## config.mk

```make
export PLATFORM = sky130hd
export DESIGN_NAME = core_control_register_bank
export DESIGN_NICKNAME = d
export VERILOG_FILES = /design/src/rtl/core_ctrl_pkg.sv /design/src/rtl/core_control_register_bank.sv
export VERILOG_INCLUDE_DIRS = /design/src /design/src/rtl
export SDC_FILE = /design/constraint.sdc
export NUM_CORES = 1
export LEC_CHECK = 0
export BUFFER_PORTS_ARGS = -buffer_cell sky130_fd_sc_hd__buf_2
export CAP_MARGIN = 20
export CORE_MARGIN = 10
export CORE_UTILIZATION = 35
export DETAILED_ROUTE_END_ITERATION = 10
export GPL_ROUTABILITY_DRIVEN = 0
export GPL_TIMING_DRIVEN = 1
export HOLD_SLACK_MARGIN = 0.08
export SLEW_MARGIN = 25
export SYNTH_ARGS = -nofsm -noshare
export SYNTH_HDL_FRONTEND = slang
export SYNTH_SLANG_ARGS = --single-unit
```

## constraint.sdc

```tcl
create_clock -name mclk -period 2.5 [get_ports mclk]
set_input_delay 0.5 -clock mclk [delete_from_list [all_inputs] [get_ports mclk]]
set_output_delay 0.5 -clock mclk [all_outputs]
set_load 0.005 [all_outputs]
```

## src/rtl/core_ctrl_cfg.svh

```systemverilog
// Purpose: constants for the core control register bank
// Assumes: 16-bit internal register bus, 5-bit register address
// Notes: variant codes 0, 1, 2 select the three product variants
//
// Overview of operation
// - 0x0A underflow limits, reserved on variant 0.
// - 0x0B read returns vector, clears timer requests.
// - vector port holds no-interrupt value after reset.
// - variant 0 write 0x0B loads limits, reset 255.
// - variant 1 overflow limits at most 64; only writes are clamped, reset still loads 255.
// - variant 2 overflow limits at most 256.
// - 5-bit index page mirrors return top bits.
// - index access no stack move; stack moves overwrite.
// - write 0x0C loads index page value.
// - data page used when select bit set.
// - code page for fetches and select clear.
// - user page selects user memory page.
// - control bits 10-15 feed vector bits 10-15.
// - control bits 8-9 select timer clock.
// - bit 7 stretches bus cycles by one.
// - bit 6 rounds product; variant 1 reserved.
// - user base gives 32-word block start.
// - variant 2 0x12 holds accumulator extension.
// - 0x13-0x15 read count, write preload.
// - variant 0 0x16 read-only product, special push.
// - variant 1 0x16 wrapping counter register.
// - variant 2 0x16 read/write product low.
// - single-cycle full 16-bit word access.
// - writes pop stack top into register.
`ifndef CORE_CTRL_CFG_SVH
`define CORE_CTRL_CFG_SVH
`define ADDR_UNDERFLOW 5'h0A
`define ADDR_VECTOR 5'h0B
`define ADDR_INDEX 5'h0C
`define ADDR_DATA_PAGE 5'h0D
`define ADDR_USER_PAGE 5'h0E
`define ADDR_CODE_PAGE 5'h0F
`define ADDR_CONTROL 5'h10
`define ADDR_USER_BASE 5'h11
`define ADDR_MAC_EXT 5'h12
`define ADDR_TIMER0 5'h13
`define ADDR_TIMER1 5'h14
`define ADDR_TIMER2 5'h15
`define ADDR_PRODUCT 5'h16
`define LIMIT_RESET 16'hFFFF
`define LIMIT_MAX_V1 8'h40
`define NO_INT_VECTOR 16'h0000
`define CTRL_WR_MASK_V0 16'hFFE0
`define CTRL_WR_MASK_V1 16'hFFA0
`define CTRL_WR_MASK_V2 16'hFFE0
`define BIT_DATA_SEL 5
`define BIT_ROUND 6
`define BIT_STRETCH 7
`define CTRL_FLAG_KEEP 16'hFFE0
`define VEC_BASE_MSB 15
`define VEC_BASE_LSB 10
`define TIMER_SEL_MSB 9
`define TIMER_SEL_LSB 8
`define VARIANT_0 2'h0
`define VARIANT_1 2'h1
`define VARIANT_2 2'h2
`endif

```

## src/rtl/core_ctrl_pkg.sv

```systemverilog
// Purpose: types for the core control register bank
// Assumes: nothing
// Notes: none
package core_ctrl_pkg;
  typedef struct packed {
    logic rd;
    logic wr;
    logic [4:0] addr;
    logic [15:0] wdata;
  } bus_req_type;
  typedef struct packed {
    logic [3:0] code_page;
    logic [3:0] data_page;
    logic [3:0] user_page;
    logic [15:0] user_base;
  } page_out_type;
  typedef enum logic [1:0] {
    CNT_HOLD = 2'b00,
    CNT_INC = 2'b01,
    CNT_DEC = 2'b10
  } count_op_type;
endpackage

```

## src/rtl/core_control_register_bank.sv

```systemverilog
// Purpose: internal register bank at addresses 0x0A to 0x16
// Assumes: core applies stack push/pop around each access
// Notes: variant selected by parameter
`timescale 1ns/1ps
`include "core_ctrl_cfg.svh"
`default_nettype none
module core_control_register_bank #(
  parameter logic [1:0] VARIANT = 2'h2
) (
  // clock and reset
  input wire logic mclk,
  input wire logic rst_n,
  // register bus
  input wire core_ctrl_pkg::bus_req_type req,
  output logic [15:0] rdata,
  output logic rd_move_top_only,
  // return stack top page bits and stack moves
  input wire logic rstack_move,
  input wire logic [4:0] rstack_top_page,
  // interrupt controller and timers
  input wire logic [15:0] int_vector,
  input wire logic int_vector_valid,
  input wire logic [47:0] timer_counts,
  input wire logic [3:0] stack_flags_in,
  input wire logic stack_fatal_in,
  output logic timer_irq_clear,
  output logic [2:0] timer_preload_we,
  output logic [15:0] timer_preload,
  // datapath inputs
  input wire logic [15:0] product_low_word,
  input wire core_ctrl_pkg::count_op_type scratch_op,
  input wire logic mac_ext_we,
  input wire logic [15:0] mac_ext_in,
  input wire logic product_low_we,
  input wire logic [15:0] product_low_in,
  // control outputs
  output core_ctrl_pkg::page_out_type pages,
  output logic [3:0] mem_ref_page,
  output logic [15:0] stack_underflow_limits,
  output logic [15:0] stack_overflow_limits,
  output logic [4:0] return_page_index,
  output logic [5:0] vector_base_bits,
  output logic [1:0] timer_clock_sel,
  output logic bus_cycle_stretch,
  output logic round_enable
);
  // ==========================================================
  // decode
  function automatic logic hit(input logic [4:0] a, input logic [4:0] b);
    hit = (a == b);
  endfunction
  wire logic v0 = (VARIANT == `VARIANT_0);
  wire logic v1 = (VARIANT == `VARIANT_1);
  wire logic v2 = (VARIANT == `VARIANT_2);
  wire logic wr = req.wr;
  wire logic rd = req.rd;
  wire logic [15:0] wd = req.wdata;
  wire logic [4:0] ad = req.addr;
  wire logic timer_hit = (ad >= `ADDR_TIMER0) && (ad <= `ADDR_TIMER2);
  wire logic [1:0] timer_idx = 2'(ad - `ADDR_TIMER0);

  // ==========================================================
  // storage
  logic [15:0] underflow;
  logic [15:0] limits;
  logic [15:0] vector_hold;
  logic [4:0] index_page;
  logic [3:0] data_page;
  logic [3:0] user_page;
  logic [3:0] code_page;
  logic [15:0] control;
  logic [15:0] user_base;
  logic [15:0] mac_ext;
  logic [15:0] scratch;

  // variant limit clamp for overflow limits
  function automatic logic [7:0] clamp(input logic [7:0] v);
    clamp = (v1 && v > `LIMIT_MAX_V1) ? `LIMIT_MAX_V1 : v;
  endfunction
  // a byte field covers 0-255, so the 256 ceiling always holds
  wire logic [15:0] next_limits = v0 ? wd : {clamp(wd[15:8]), clamp(wd[7:0])};

  wire logic [15:0] ctrl_mask = v0 ? `CTRL_WR_MASK_V0 : (v1 ? `CTRL_WR_MASK_V1 : `CTRL_WR_MASK_V2);
  wire logic [15:0] next_control = wd & ctrl_mask;
  wire logic [15:0] flag_bits = v0 ? 16'h0000 : {11'h000, stack_flags_in, stack_fatal_in};

  // ==========================================================
  // write strobes
  wire logic underflow_we = wr && hit(ad, `ADDR_UNDERFLOW) && !v0;
  wire logic limits_we = wr && hit(ad, `ADDR_VECTOR);
  wire logic index_we = wr && hit(ad, `ADDR_INDEX);
  wire logic data_page_we = wr && hit(ad, `ADDR_DATA_PAGE);
  wire logic user_page_we = wr && hit(ad, `ADDR_USER_PAGE);
  wire logic code_page_we = wr && hit(ad, `ADDR_CODE_PAGE);
  wire logic control_we = wr && hit(ad, `ADDR_CONTROL);
  wire logic user_base_we = wr && hit(ad, `ADDR_USER_BASE);
  // reserved on variants 0 and 1, so the write is dropped there
  wire logic mac_ext_bus_we = v2 && wr && hit(ad, `ADDR_MAC_EXT);
  // read-only on variant 0
  wire logic scratch_bus_we = !v0 && wr && hit(ad, `ADDR_PRODUCT);
  wire logic scratch_inc = v1 && (scratch_op == core_ctrl_pkg::CNT_INC);
  wire logic scratch_dec = v1 && (scratch_op == core_ctrl_pkg::CNT_DEC);
  wire logic scratch_load = v2 && product_low_we;
  wire logic mac_ext_load = v2 && mac_ext_we;

  // ==========================================================
  // next values
  // a bus write to the index page wins over a stack move in the same cycle
  wire logic index_update = index_we || rstack_move;
  wire logic [4:0] next_index_page = index_we ? wd[4:0] : rstack_top_page;
  wire logic mac_ext_update = mac_ext_bus_we || mac_ext_load;
  wire logic [15:0] next_mac_ext = mac_ext_bus_we ? wd : mac_ext_in;
  // counting wraps through all ones and all zeros by plain modulo arithmetic
  wire logic [15:0] scratch_up = 16'(scratch + 16'h0001);
  wire logic [15:0] scratch_down = 16'(scratch - 16'h0001);
  wire logic scratch_update = scratch_bus_we || scratch_inc || scratch_dec || scratch_load;
  wire logic [15:0] next_scratch = scratch_bus_we ? wd :
    (scratch_inc ? scratch_up : (scratch_dec ? scratch_down : product_low_in));
  // the vector base field replaces the top bits of the controller's vector
  wire logic [15:0] next_vector_hold = {control[`VEC_BASE_MSB:`VEC_BASE_LSB], int_vector[`VEC_BASE_LSB-1:0]};

  // ==========================================================
  // stack limit registers
  always_ff @(posedge mclk) begin
    if (!rst_n) begin
      underflow <= 16'h0000;
    end else if (underflow_we) begin
      underflow <= wd;
    end
  end

  // write-only: a read of this address returns the vector instead
  always_ff @(posedge mclk) begin
    if (!rst_n) begin
      limits <= `LIMIT_RESET;
    end else if (limits_we) begin
      limits <= next_limits;
    end
  end

  // ==========================================================
  // vector capture and page registers
  always_ff @(posedge mclk) begin
    if (!rst_n) begin
      vector_hold <= `NO_INT_VECTOR;
    end else if (int_vector_valid) begin
      vector_hold <= next_vector_hold;
    end
  end

  // every stack push or pop rewrites the mirror, unless a bus write to the index page comes in the same cycle
  always_ff @(posedge mclk) begin
    if (!rst_n) begin
      index_page <= 5'h00;
    end else if (index_update) begin
      index_page <= next_index_page;
    end
  end

  always_ff @(posedge mclk) begin
    if (!rst_n) begin
      data_page <= 4'h0;
    end else if (data_page_we) begin
      data_page <= wd[3:0];
    end
  end

  always_ff @(posedge mclk) begin
    if (!rst_n) begin
      user_page <= 4'h0;
    end else if (user_page_we) begin
      user_page <= wd[3:0];
    end
  end

  always_ff @(posedge mclk) begin
    if (!rst_n) begin
      code_page <= 4'h0;
    end else if (code_page_we) begin
      code_page <= wd[3:0];
    end
  end

  // ==========================================================
  // control and datapath registers
  // bits 0-4 never store; they read the live stack flags, or zero on variant 0
  always_ff @(posedge mclk) begin
    if (!rst_n) begin
      control <= 16'h0000;
    end else if (control_we) begin
      control <= next_control;
    end
  end

  always_ff @(posedge mclk) begin
    if (!rst_n) begin
      user_base <= 16'h0000;
    end else if (user_base_we) begin
      user_base <= wd;
    end
  end

  always_ff @(posedge mclk) begin
    if (!rst_n) begin
      mac_ext <= 16'h0000;
    end else if (mac_ext_update) begin
      mac_ext <= next_mac_ext;
    end
  end

  // a bus write overrides a count step in the same cycle
  always_ff @(posedge mclk) begin
    if (!rst_n) begin
      scratch <= 16'h0000;
    end else if (scratch_update) begin
      scratch <= next_scratch;
    end
  end

  // ==========================================================
  // read mux, single cycle, zero on reserved
  logic [15:0] next_rdata;
  always_comb begin
    next_rdata = 16'h0000;
    if (rd) begin
      unique case (ad)
        `ADDR_UNDERFLOW: next_rdata = v0 ? 16'h0000 : underflow;
        `ADDR_VECTOR: next_rdata = vector_hold;
        `ADDR_INDEX: next_rdata = {11'h000, index_page};
        `ADDR_DATA_PAGE: next_rdata = {12'h000, data_page};
        `ADDR_USER_PAGE: next_rdata = {12'h000, user_page};
        `ADDR_CODE_PAGE: next_rdata = {12'h000, code_page};
        `ADDR_CONTROL: next_rdata = (control & `CTRL_FLAG_KEEP) | flag_bits;
        `ADDR_USER_BASE: next_rdata = user_base;
        `ADDR_MAC_EXT: next_rdata = v2 ? mac_ext : 16'h0000;
        `ADDR_PRODUCT: next_rdata = v0 ? product_low_word : scratch;
        default: next_rdata = timer_hit ? timer_counts[timer_idx*16 +: 16] : 16'h0000;
      endcase
    end
  end

  // data page only when the select bit is set
  wire logic [3:0] next_mem_ref_page = control[`BIT_DATA_SEL] ? data_page : code_page;

  // ==========================================================
  // next values of the outputs
  // variant 0 only: the core moves top into next without pushing next deeper
  wire logic next_rd_move_top_only = v0 && rd && hit(ad, `ADDR_PRODUCT);
  // reading the vector drops every pending timer request one cycle later
  wire logic next_timer_irq_clear = rd && hit(ad, `ADDR_VECTOR);
  wire logic [2:0] next_timer_preload_we = (wr && timer_hit) ? 3'(3'h1 << timer_idx) : 3'h0;
  wire core_ctrl_pkg::page_out_type next_pages = {code_page, data_page, user_page, user_base};
  wire logic [5:0] next_vector_base_bits = control[`VEC_BASE_MSB:`VEC_BASE_LSB];
  wire logic [1:0] next_timer_clock_sel = control[`TIMER_SEL_MSB:`TIMER_SEL_LSB];
  // the rounding bit is reserved on variant 1
  wire logic next_round_enable = !v1 && control[`BIT_ROUND];

  // ==========================================================
  // bus answers
  always_ff @(posedge mclk) begin
    if (!rst_n) begin
      rdata <= 16'h0000;
    end else begin
      rdata <= next_rdata;
    end
  end

  always_ff @(posedge mclk) begin
    if (!rst_n) begin
      rd_move_top_only <= 1'b0;
    end else begin
      rd_move_top_only <= next_rd_move_top_only;
    end
  end

  always_ff @(posedge mclk) begin
    if (!rst_n) begin
      timer_irq_clear <= 1'b0;
    end else begin
      timer_irq_clear <= next_timer_irq_clear;
    end
  end

  always_ff @(posedge mclk) begin
    if (!rst_n) begin
      timer_preload_we <= 3'h0;
    end else begin
      timer_preload_we <= next_timer_preload_we;
    end
  end

  always_ff @(posedge mclk) begin
    if (!rst_n) begin
      timer_preload <= 16'h0000;
    end else begin
      timer_preload <= wd;
    end
  end

  always_ff @(posedge mclk) begin
    if (!rst_n) begin
      mem_ref_page <= 4'h0;
    end else begin
      mem_ref_page <= next_mem_ref_page;
    end
  end

  // ==========================================================
  // register-sourced control levels
  always_ff @(posedge mclk) begin
    if (!rst_n) begin
      pages <= '0;
    end else begin
      pages <= next_pages;
    end
  end

  always_ff @(posedge mclk) begin
    if (!rst_n) begin
      stack_underflow_limits <= 16'h0000;
    end else begin
      stack_underflow_limits <= underflow;
    end
  end

  always_ff @(posedge mclk) begin
    if (!rst_n) begin
      stack_overflow_limits <= `LIMIT_RESET;
    end else begin
      stack_overflow_limits <= limits;
    end
  end

  always_ff @(posedge mclk) begin
    if (!rst_n) begin
      return_page_index <= 5'h00;
    end else begin
      return_page_index <= index_page;
    end
  end

  always_ff @(posedge mclk) begin
    if (!rst_n) begin
      vector_base_bits <= 6'h00;
    end else begin
      vector_base_bits <= next_vector_base_bits;
    end
  end

  always_ff @(posedge mclk) begin
    if (!rst_n) begin
      timer_clock_sel <= 2'h0;
    end else begin
      timer_clock_sel <= next_timer_clock_sel;
    end
  end

  always_ff @(posedge mclk) begin
    if (!rst_n) begin
      bus_cycle_stretch <= 1'b0;
    end else begin
      bus_cycle_stretch <= control[`BIT_STRETCH];
    end
  end

  always_ff @(posedge mclk) begin
    if (!rst_n) begin
      round_enable <= 1'b0;
    end else begin
      round_enable <= next_round_enable;
    end
  end
endmodule // core_control_register_bank
`default_nettype wire

```

; Word level (Yosys, flattened, before mapping)
; Index checks and enable logic that the tools add are counted.
[totals]
out_inout_bits = 116
regBits = 239
in_bits = 153
wordCells = 67
[op_classes]
n_eq_ne = 10
mux = 6
shifts = 2
magnitude_cmp = 2
n_addsub = 1
bitwise_logic = 1
reduce_logical = 18
[op_table]
columns = cell, n
row1 = case mux 16 bit (10 select lines), 1
row2 = 2-to-1 mux 16 bit, 3
row3 = variable part select 48 x 7 -> 16 bit, 1
row4 = == test 5 x 4 -> 1 bit (second input constant), 6
row5 = == test 5 bit (second input constant), 4
row6 = OR 16 x 5 -> 16 bit, 1
row7 = logical AND 1 bit, 13
row8 = >= comparator 5 bit (second input constant), 1
row9 = less-or-equal comparator 5 bit (second input constant), 1
row10 = 2-to-1 mux 5 bit, 1
row11 = 2-to-1 mux 4 bit, 1
row12 = AND reduction 2 bit, 2
row13 = logical OR 1 bit, 3
row14 = left shift 1 x 2 -> 3 bit (first input constant), 1
row15 = subtractor 2 bit (second input constant), 1

; Depth between registers and ports, before layout
; Gate-level depths: netlist of run 1.
[logic_depth]
depth_word = 4
mapped_depth = 10
ltp_nobuf = 6

; Worst setup path before layout of run 1
; Ideal clock, no wire load.
[synth_path]
path_type = input to register
from = input req[16] in the netlist's numbering
to = register rdata[10]
t_arrival_ps = 2329
slack_ps = 101
path_stages = 10
n_path_buf = 4
setup_ps = 70
t_required_ps = 2430
cell_sequence = buf_2 -> buf_2 -> inv_1 -> ha_1 -> and2_1 -> clkbuf_1 -> clkbuf_1 -> o2bb2ai_1 -> nand3_1 -> a21oi_1
[synth_between]
elab_chain_len = 4
word_cells_on_any_way = 17
classes_between = add/sub: 1 / order compare: 2 / eq/ne: 10 / shift: 1 / mux: 2 / reduce/logical: 1
[synth_lines]
columns = element, line_no
row1 = from (decl), core_control_register_bank.sv:14  ; input wire core_ctrl_pkg::bus_req_type req,
row2 = subtractor 2 bit (no source line), --
row3 = named net timer_idx[0], core_control_register_bank.sv:60  ; wire logic [1:0] timer_idx = 2'(ad - `ADDR_TIMER0);
row4 = variable part select 48 x 7 -> 16 bit, core_control_register_bank.sv:237  ; default: next_rdata = timer_hit ? timer_counts[timer_idx*16 +: 16] : 16'h0000;
row5 = 2-to-1 mux 16 bit, core_control_register_bank.sv:237
row6 = case mux 16 bit (10 select lines), core_control_register_bank.sv:226  ; unique case (ad)
row7 = to (signal assigned), core_control_register_bank.sv:264  ; rdata <= next_rdata;
row8 = to (decl), core_control_register_bank.sv:15  ; output logic [15:0] rdata,
; The timed path passes the listed nets, and every way through them passes these cells.
; A chain may end at the register's enable or synchronous reset.

; Worst setup path after layout of run 1
[layout_path]
from = input req[17] in the netlist's numbering
to = register rdata[2]
[layout_between]
elab_chain_len = 4
word_cells_on_any_way = 17
classes_between = add/sub: 1 / order compare: 2 / eq/ne: 10 / shift: 1 / mux: 2 / reduce/logical: 1
[layout_lines]
columns = element, line_no
row1 = subtractor 2 bit (no source line) (tied with other cells), --
row2 = variable part select 48 x 7 -> 16 bit or logical AND 1 bit (tied branches), "core_control_register_bank.sv:237, core_control_register_bank.sv:59"
row3 = 2-to-1 mux 16 bit, core_control_register_bank.sv:237
row4 = case mux 16 bit (10 select lines) *, core_control_register_bank.sv:226
; Every way passes the cells marked *; elsewhere a longest branch is shown, timed or not.

==> results of run 1 <==
## report_power, final
part	internal [mW]	switching [mW]
Combinational	0.295	0.371
Sequential	3.90	0.0420
Clock	2.38	1.54
Total	6.57	1.95
## cell type report
class | count | area [um2] | area share (%)
Antenna cell | 3 | 7.51 | 0.0630
Clock buffer | 38 | 787 | 6.60
Clock inverter | 9 | 97.6 | 0.819
Inverter | 8 | 30.0 | 0.252
Multi-Input combinational cell | 612 | 4350 | 36.5
Sequential cell | 239 | 4780 | 40.1
Tap cell | 341 | 427 | 3.58
Timing Repair Buffer | 265 | 1440 | 12.1
## how the worst max path moves through the flow
stage,start,end,slack (ns),depth (start not counted)
2_1_floorplan,req[16],rdata[10],0.10,10
3_3_place_gp,req[18],rdata[0],0.25,5
3_5_place_dp,req[17],rdata[2],0.16,8
4_1_cts,req[17],rdata[2],0.69,8
5_1_grt,req[17],rdata[1],0.51,8
6_report,req[17],rdata[2],0.66,8
## worst register-to-register path: cells and delay by family (launching register included)
| kind | cells | cell delay (ns) |
|---|---|---|
| AOI/OAI and AO/OA | 3 | 0.86 |
| and+or+nand+nor | 1 | 0.11 |
| DFF | 1 | 0.35 |
## flip-flops by register name, summed over array words and instances (netlist names)
name                    count
timer_preload_we            3
round_enable                1
rdata                      16
user_page                   4
mem_ref_page                4
data_page                   4
code_page                   4
mac_ext                    16
vector_base_bits            6
timer_irq_clear             1
timer_preload              16
user_base                  16
scratch                    16
limits                     16
underflow                  16
bus_cycle_stretch           1
stack_overflow_limits      16
timer_clock_sel             2
pages                      28
vector_hold                16
stack_underflow_limits     16
index_page                  5
return_page_index           5
control                    11
## stage by stage
stage | cell area (um2) | hold WS [ns]
2_1_floorplan | 9500 | 0.411
3_3_place_gp | 11000 | 0.417
3_5_place_dp | 11000 | 0.425
4_1_cts | 11900 | 0.206
5_1_grt | 11900 | 0.235
6_report | 11900 | 0.231
## metal layers
layer | GRT usage, % | vias to the layer above
met1 | 22.5 | 3540
met3 | 5.45 | 30
li1 | - | 3700
met5 | 0 | -
met4 | 4.06 | 0
met2 | 26.2 | 233
## cells by family (layout without fill, tap and decap cells)
| group | after synthesis | count (layout) |
|---|---|---|
| AO/OA/AOI/OAI | 159 | 159 |
| flip-flops | 239 | 239 |
| multiplexers | 122 | 122 |
| adder cells (fa/ha/maj) | 4 | 4 |
| AND/OR/NAND/NOR | 326 | 326 |
| buffers and inverters | 88 | 320 |
| other | 1 | 4 |
## cell usage in the layout, fill, tap and decap left out, types with 2 or more instances in the layout
master	synthesis	routed
buf_12	0	4
o211a_1	37	37
clkbuf_8	0	7
diode_2	0	3
clkinv_2	0	6
nand2_1	108	108
a311oi_1	5	5
a21oi_1	13	13
nor2_1	5	5
a22oi_1	19	19
o2bb2ai_1	16	16
nand3_1	36	36
and3_1	2	2
mux2i_1	122	122
a22o_1	5	5
bufinv_16	0	2
clkbuf_16	0	27
o21ai_0	2	2
a222oi_1	2	2
inv_1	8	8
buf_4	4	18
a21boi_0	16	16
a221oi_1	12	12
o32ai_1	2	2
o22ai_1	13	13
ha_1	4	4
a211oi_1	7	7
clkbuf_1	50	4
buf_2	20	242
dfxtp_1	239	239
o211ai_1	3	3
nor2b_1	61	61
nor3_1	3	3
nand2b_1	21	21
and2_1	78	78
nand3b_1	3	3
==> results.yml, run 1 <==
finish:
  layout-drive-gt1-share_pct: 26.8
  num-fill-cells: 2578
  syn2layout_area_growth_pct: 25.4
  layout.nets: 1310
  final_cells: 1515
  final_util_pct: 44.5
worst_hold_path:
  hold_end: "timer_irq_clear"
  min_path_type: "input pin to flop"
  min_path_cells: 2
  min-delay-start: "req[22]"
die:
  core_area_um2: 26800
  fp.dieH_um: 185
  die_x_um: 185
  rows: 60
  dieArea_um2: 34100
  start_util_pct: 35.5
  io-pin-count: 269
critical_path:
  cp_top_family: "compound AO/OA/AOI/OAI gates"
  path_buf_inv: 3
  critPathArrivalTime_ns: 2.26
  timing.rr.start: "code_page[3]"
  slowest_stage: "o311ai_1"
  max_stage_delay_ns: 0.54
  worstRegToRegCells: 4
  reg2reg_to: "rdata[3]"
  crit_chain: "buf_2 > inv_1 > ha_1 > buf_4 > nor2_1 > o311ai_1 > a211oi_1 > a311oi_1"
  worstSetupPathType: "input pin to flop"
  cp_max_fo: 22
  start_kind: "input pin"
  required_ns: 2.92
  crit_path_end_kind: "flop"
  rrSetupSlack_ns: 1.04
logic_synthesis:
  yosys.area_share.simple_pct: 18.5
  synthMuxAreaShare_pct: 12.8
  synth.most_common_cell: "dfxtp_1"
  synth_xor_xnor_area_share_pct: 0
  synthesis.area_um2: 9500
  synthesis.nets: 1096
  ys_top_cells_by_count: "dfxtp_1, mux2i_1, nand2_1"
  synth_edf_count: 0
  synthAdderAreaFrac_pct: 0.527
  synth-warning-count: 0
  ys_seq_area_share_pct: 50.3
  netlist.area_leader.share_pct: 50.3
  synth_compound_area_share_pct: 13.9
  syn_inst: 939
  ys_ff_latch: 239
  ys.flop_type: "dfxtp_1"
  synth_top_family_by_area: "simple AND/OR/NAND/NOR gates"
  synth_top_area_cell: "dfxtp_1"
  async_flop_share_pct: 0
  ys_top_cells_by_area: "dfxtp_1, mux2i_1, and2_1"
  yosysUniqueCellTypes: 49
  syn_area_per_cell_um2: 10.1
grt:
  grt_pass1_wl_mm: 45.7
  track_usage_pct: 17.0
  grt_pass1_vias: 7671
  antenna_found_initial: 3
  grt_max_degree: 104
  grt_overflow_total: 0
clock_tree:
  clk_pin_slew_ns: 0.06
  cts_made_buffers: 27
  worstSkewPairLatency_ns: 0.52
  cts.sinks: 239
  ctsHoldBuffers: 0
  htreeDepth: 1
  cts_setup_buffers: 0
  clk_path_buf_depth: 3
  cts.repair.resized: 0
  cts_tree: "built"
  root_buffer: "clkbuf_16"
job:
  cap_violations: 0
drt:
  avgRoutedWirePerCell_um: 19.9
  route.met3.wl_mm: 2.79
  vias: 7503
  first_pass_iters: 5
  drtAntennaViolNets: 0
  routed.top_layer: "met4"
  vias_per_cell: 4.95
  finalWirelength_mm: 30.2
  drc: 0
  drtIter0Drc: 430
  wl_met1_mm: 13.7
  wl_met2_mm: 13.2
power:
  irDropWorstVdd_mv: 0.447
  design_power_total_mw: 8.52
  cellPowerDensity_nw_per_um2: 715
  leakage_nw: 5.70
timing:
  post-route-period-util_pct: 73.5
  maxSlewViolCount: 0
  fmax_ghz: 0.544
  rsz0062_at_grt: "no"
  post-route-min-period_ns: 1.84
  hold_violations: 0
  setup_viol: 0
  worst_slack_ns: 0.661
  tightest_slew_ns: 0.758
  slew_headroom_pct: 49.4
  clock_skew_ns: 0.00614
  setup_tns_ns: 0
outcome:
  status: "complete, no violations"
place:
  io_buffers: 243
  dp.cells: 1465
  dp_hpwl_mm: 22.0
  pre_cts_ws_ns: 0.156
Note: power is estimated with default switching activity, not from simulation.
==> run 2: changes to the inputs <==
==> constraint.sdc (replaced) <==
create_clock -name mclk -period 1.86 [get_ports mclk]
set_input_delay 0.372 -clock mclk [delete_from_list [all_inputs] [get_ports mclk]]
set_output_delay 0.372 -clock mclk [all_outputs]
set_load 0.005 [all_outputs]
==> run 2 against run 1 <==
Against the previous run: cell count is 1.7% higher; critical path depth is 2 lower; combinational power is 44% higher; sequential power is 34% higher; sequential cell count stayed put; critical path type unchanged; clock skew is 0.00092 ns higher; non-clock buffer count is 28 higher; first-iteration DRC count is 17% higher; clock-buffer cell count is 5 lower; register-to-register slack worse by 0.56 ns.
==> results.yml, run 2 (synthesis results as in run 1) <==
critical_path:
  reg2reg_to: "rdata[3]"
  timing.rr.start: "code_page[3]"
  required_ns: 2.27
  crit_path_end_kind: "flop"
  worstSetupPathType: "input pin to flop"
  cp_max_fo: 8
  rrSetupSlack_ns: 0.48
  critPathArrivalTime_ns: 1.99
  worstRegToRegCells: 4
  start_kind: "input pin"
timing:
  slew_headroom_pct: 61.8
  clock_skew_ns: 0.00706
  setup_viol: 0
  rsz0062_at_grt: "no"
  worst_slack_ns: 0.285
  fmax_ghz: 0.635
  hold_violations: 0
  tightest_slew_ns: 0.572
  post-route-min-period_ns: 1.57
  post-route-period-util_pct: 84.7
  whs_ns: 0.113
  maxSlewViolCount: 0
worst_hold_path:
  min_path_cells: 3
  min_path_type: "input pin to flop"
  min-delay-start: "int_vector[3]"
  hold_end: "vector_hold[3]"
clock_tree:
  cts_made_buffers: 26
  htreeDepth: 1
  worstSkewPairLatency_ns: 0.52
  root_buffer: "clkbuf_16"
  clk_path_buf_depth: 3
  ctsHoldBuffers: 0
  cts.repair.resized: 0
  clk_pin_slew_ns: 0.05
  cts_setup_buffers: 0
  cts.sinks: 239
  cts_tree: "built"
grt:
  antenna_found_initial: 8
  grt_pass1_vias: 7606
  track_usage_pct: 16.9
  grt_overflow_total: 0
  grt_max_degree: 85
  grt_pass1_wl_mm: 45.6
drt:
  first_pass_iters: 7
  vias: 7605
  drtIter0Drc: 504
  finalWirelength_mm: 30.1
  drtAntennaViolNets: 0
  vias_per_cell: 4.94
  drc: 0
  avgRoutedWirePerCell_um: 19.5
power:
  irDropWorstVdd_mv: 0.525
  leakage_nw: 5.84
  cellPowerDensity_nw_per_um2: 907
finish:
  num-fill-cells: 2599
  layout.nets: 1337
  final_cell_mix: "buf_2, dfxtp_1, mux2i_1"
  layout-drive-gt1-share_pct: 28.5
  largest-register: "pages"
  largest_reg_flops: 28
  syn2layout_area_growth_pct: 28.3
  final_util_pct: 45.5
  final_common_cell: "buf_2"
place:
  dp_hpwl_mm: 22.3
  pre_cts_ws_ns: -0.254
  io_buffers: 243
die:
  die_x_um: 185
  fp.dieH_um: 185
  dieArea_um2: 34100
  rows: 60
  start_util_pct: 35.5
  core_area_um2: 26800
  io-pin-count: 269
outcome:
  status: "complete, no violations"
job:
  cap_violations: 0
==> run 2: cell types whose count changed in the layout (fill, tap and decap cells not counted), sizes merged <==
cell / change
buf: +28
bufinv: -2
clkbuf: -5
clkinv: +1
clkinvlp: +3
==> run 2: worst max-delay path by stage <==
stage / from / end / slack (ns) / depth (start not counted)
after floorplan: req[16] / index_page[0] / 0.01 / 7
after global placement: req[16] / rdata[3] / -0.16 / 6
after detailed placement: req[16] / rdata[0] / -0.25 / 6
after CTS: req[16] / rdata[0] / 0.30 / 6
after global routing: req[16] / rdata[1] / 0.16 / 6
final: req[16] / rdata[0] / 0.29 / 6
==> run 2: per-layer routing <==
metal	global-route usage [%]	up-vias	routed length, um
li1	-	3758	-
met1	22.9	3556	13800
met2	25.0	248	12700
met3	6.39	35	3150
met4	3.38	8	338
met5	0	-	54
==> run 2: final cells by class <==
type,instances,area [um2],share of cell area [%]
clock buffers,33,728,5.97
multi-input cells,612,4350,35.7
clock inverters,11,65.1,0.534
inverters,8,30.0,0.246
flip-flops and latches,239,4780,39.2
diodes,3,7.51,0.0616
well taps,341,427,3.50
repair buffers,293,1800,14.7
==> run 2: report_power, final <==
part	switching, mW	total (mW)	leakage [nW]	internal, mW
logic	0.514	0.958	3.51	0.444
registers	0.0558	5.29	1.94	5.24
clock network	2.06	4.81	0.386	2.75
total	2.63	11.1	5.84	8.43
==> run 2: per-stage QoR <==
| step | instance area (um2) | TNS [ns] | power, mW | std cells |
|---|---|---|---|---|
| finish | 12200 | 0 | 11.1 | 1540 |
| floorplan | 9540 | 0 | 5.93 | 939 |
| global placement | 11400 | -3.99 | 6.35 | 1493 |
| CTS | 12200 | 0 | 11.2 | 1537 |
| detailed placement | 11400 | -4.82 | 6.37 | 1493 |
| global route | 12200 | 0 | 11.5 | 1537 |
==> run 2: critical path, stage by stage <==
cell and delay [ns]:
buf_2 0.14, ha_1 0.40, a2111oi_2 0.11, a311oi_4 0.51
a211oi_1 0.15, a311oi_1 0.31
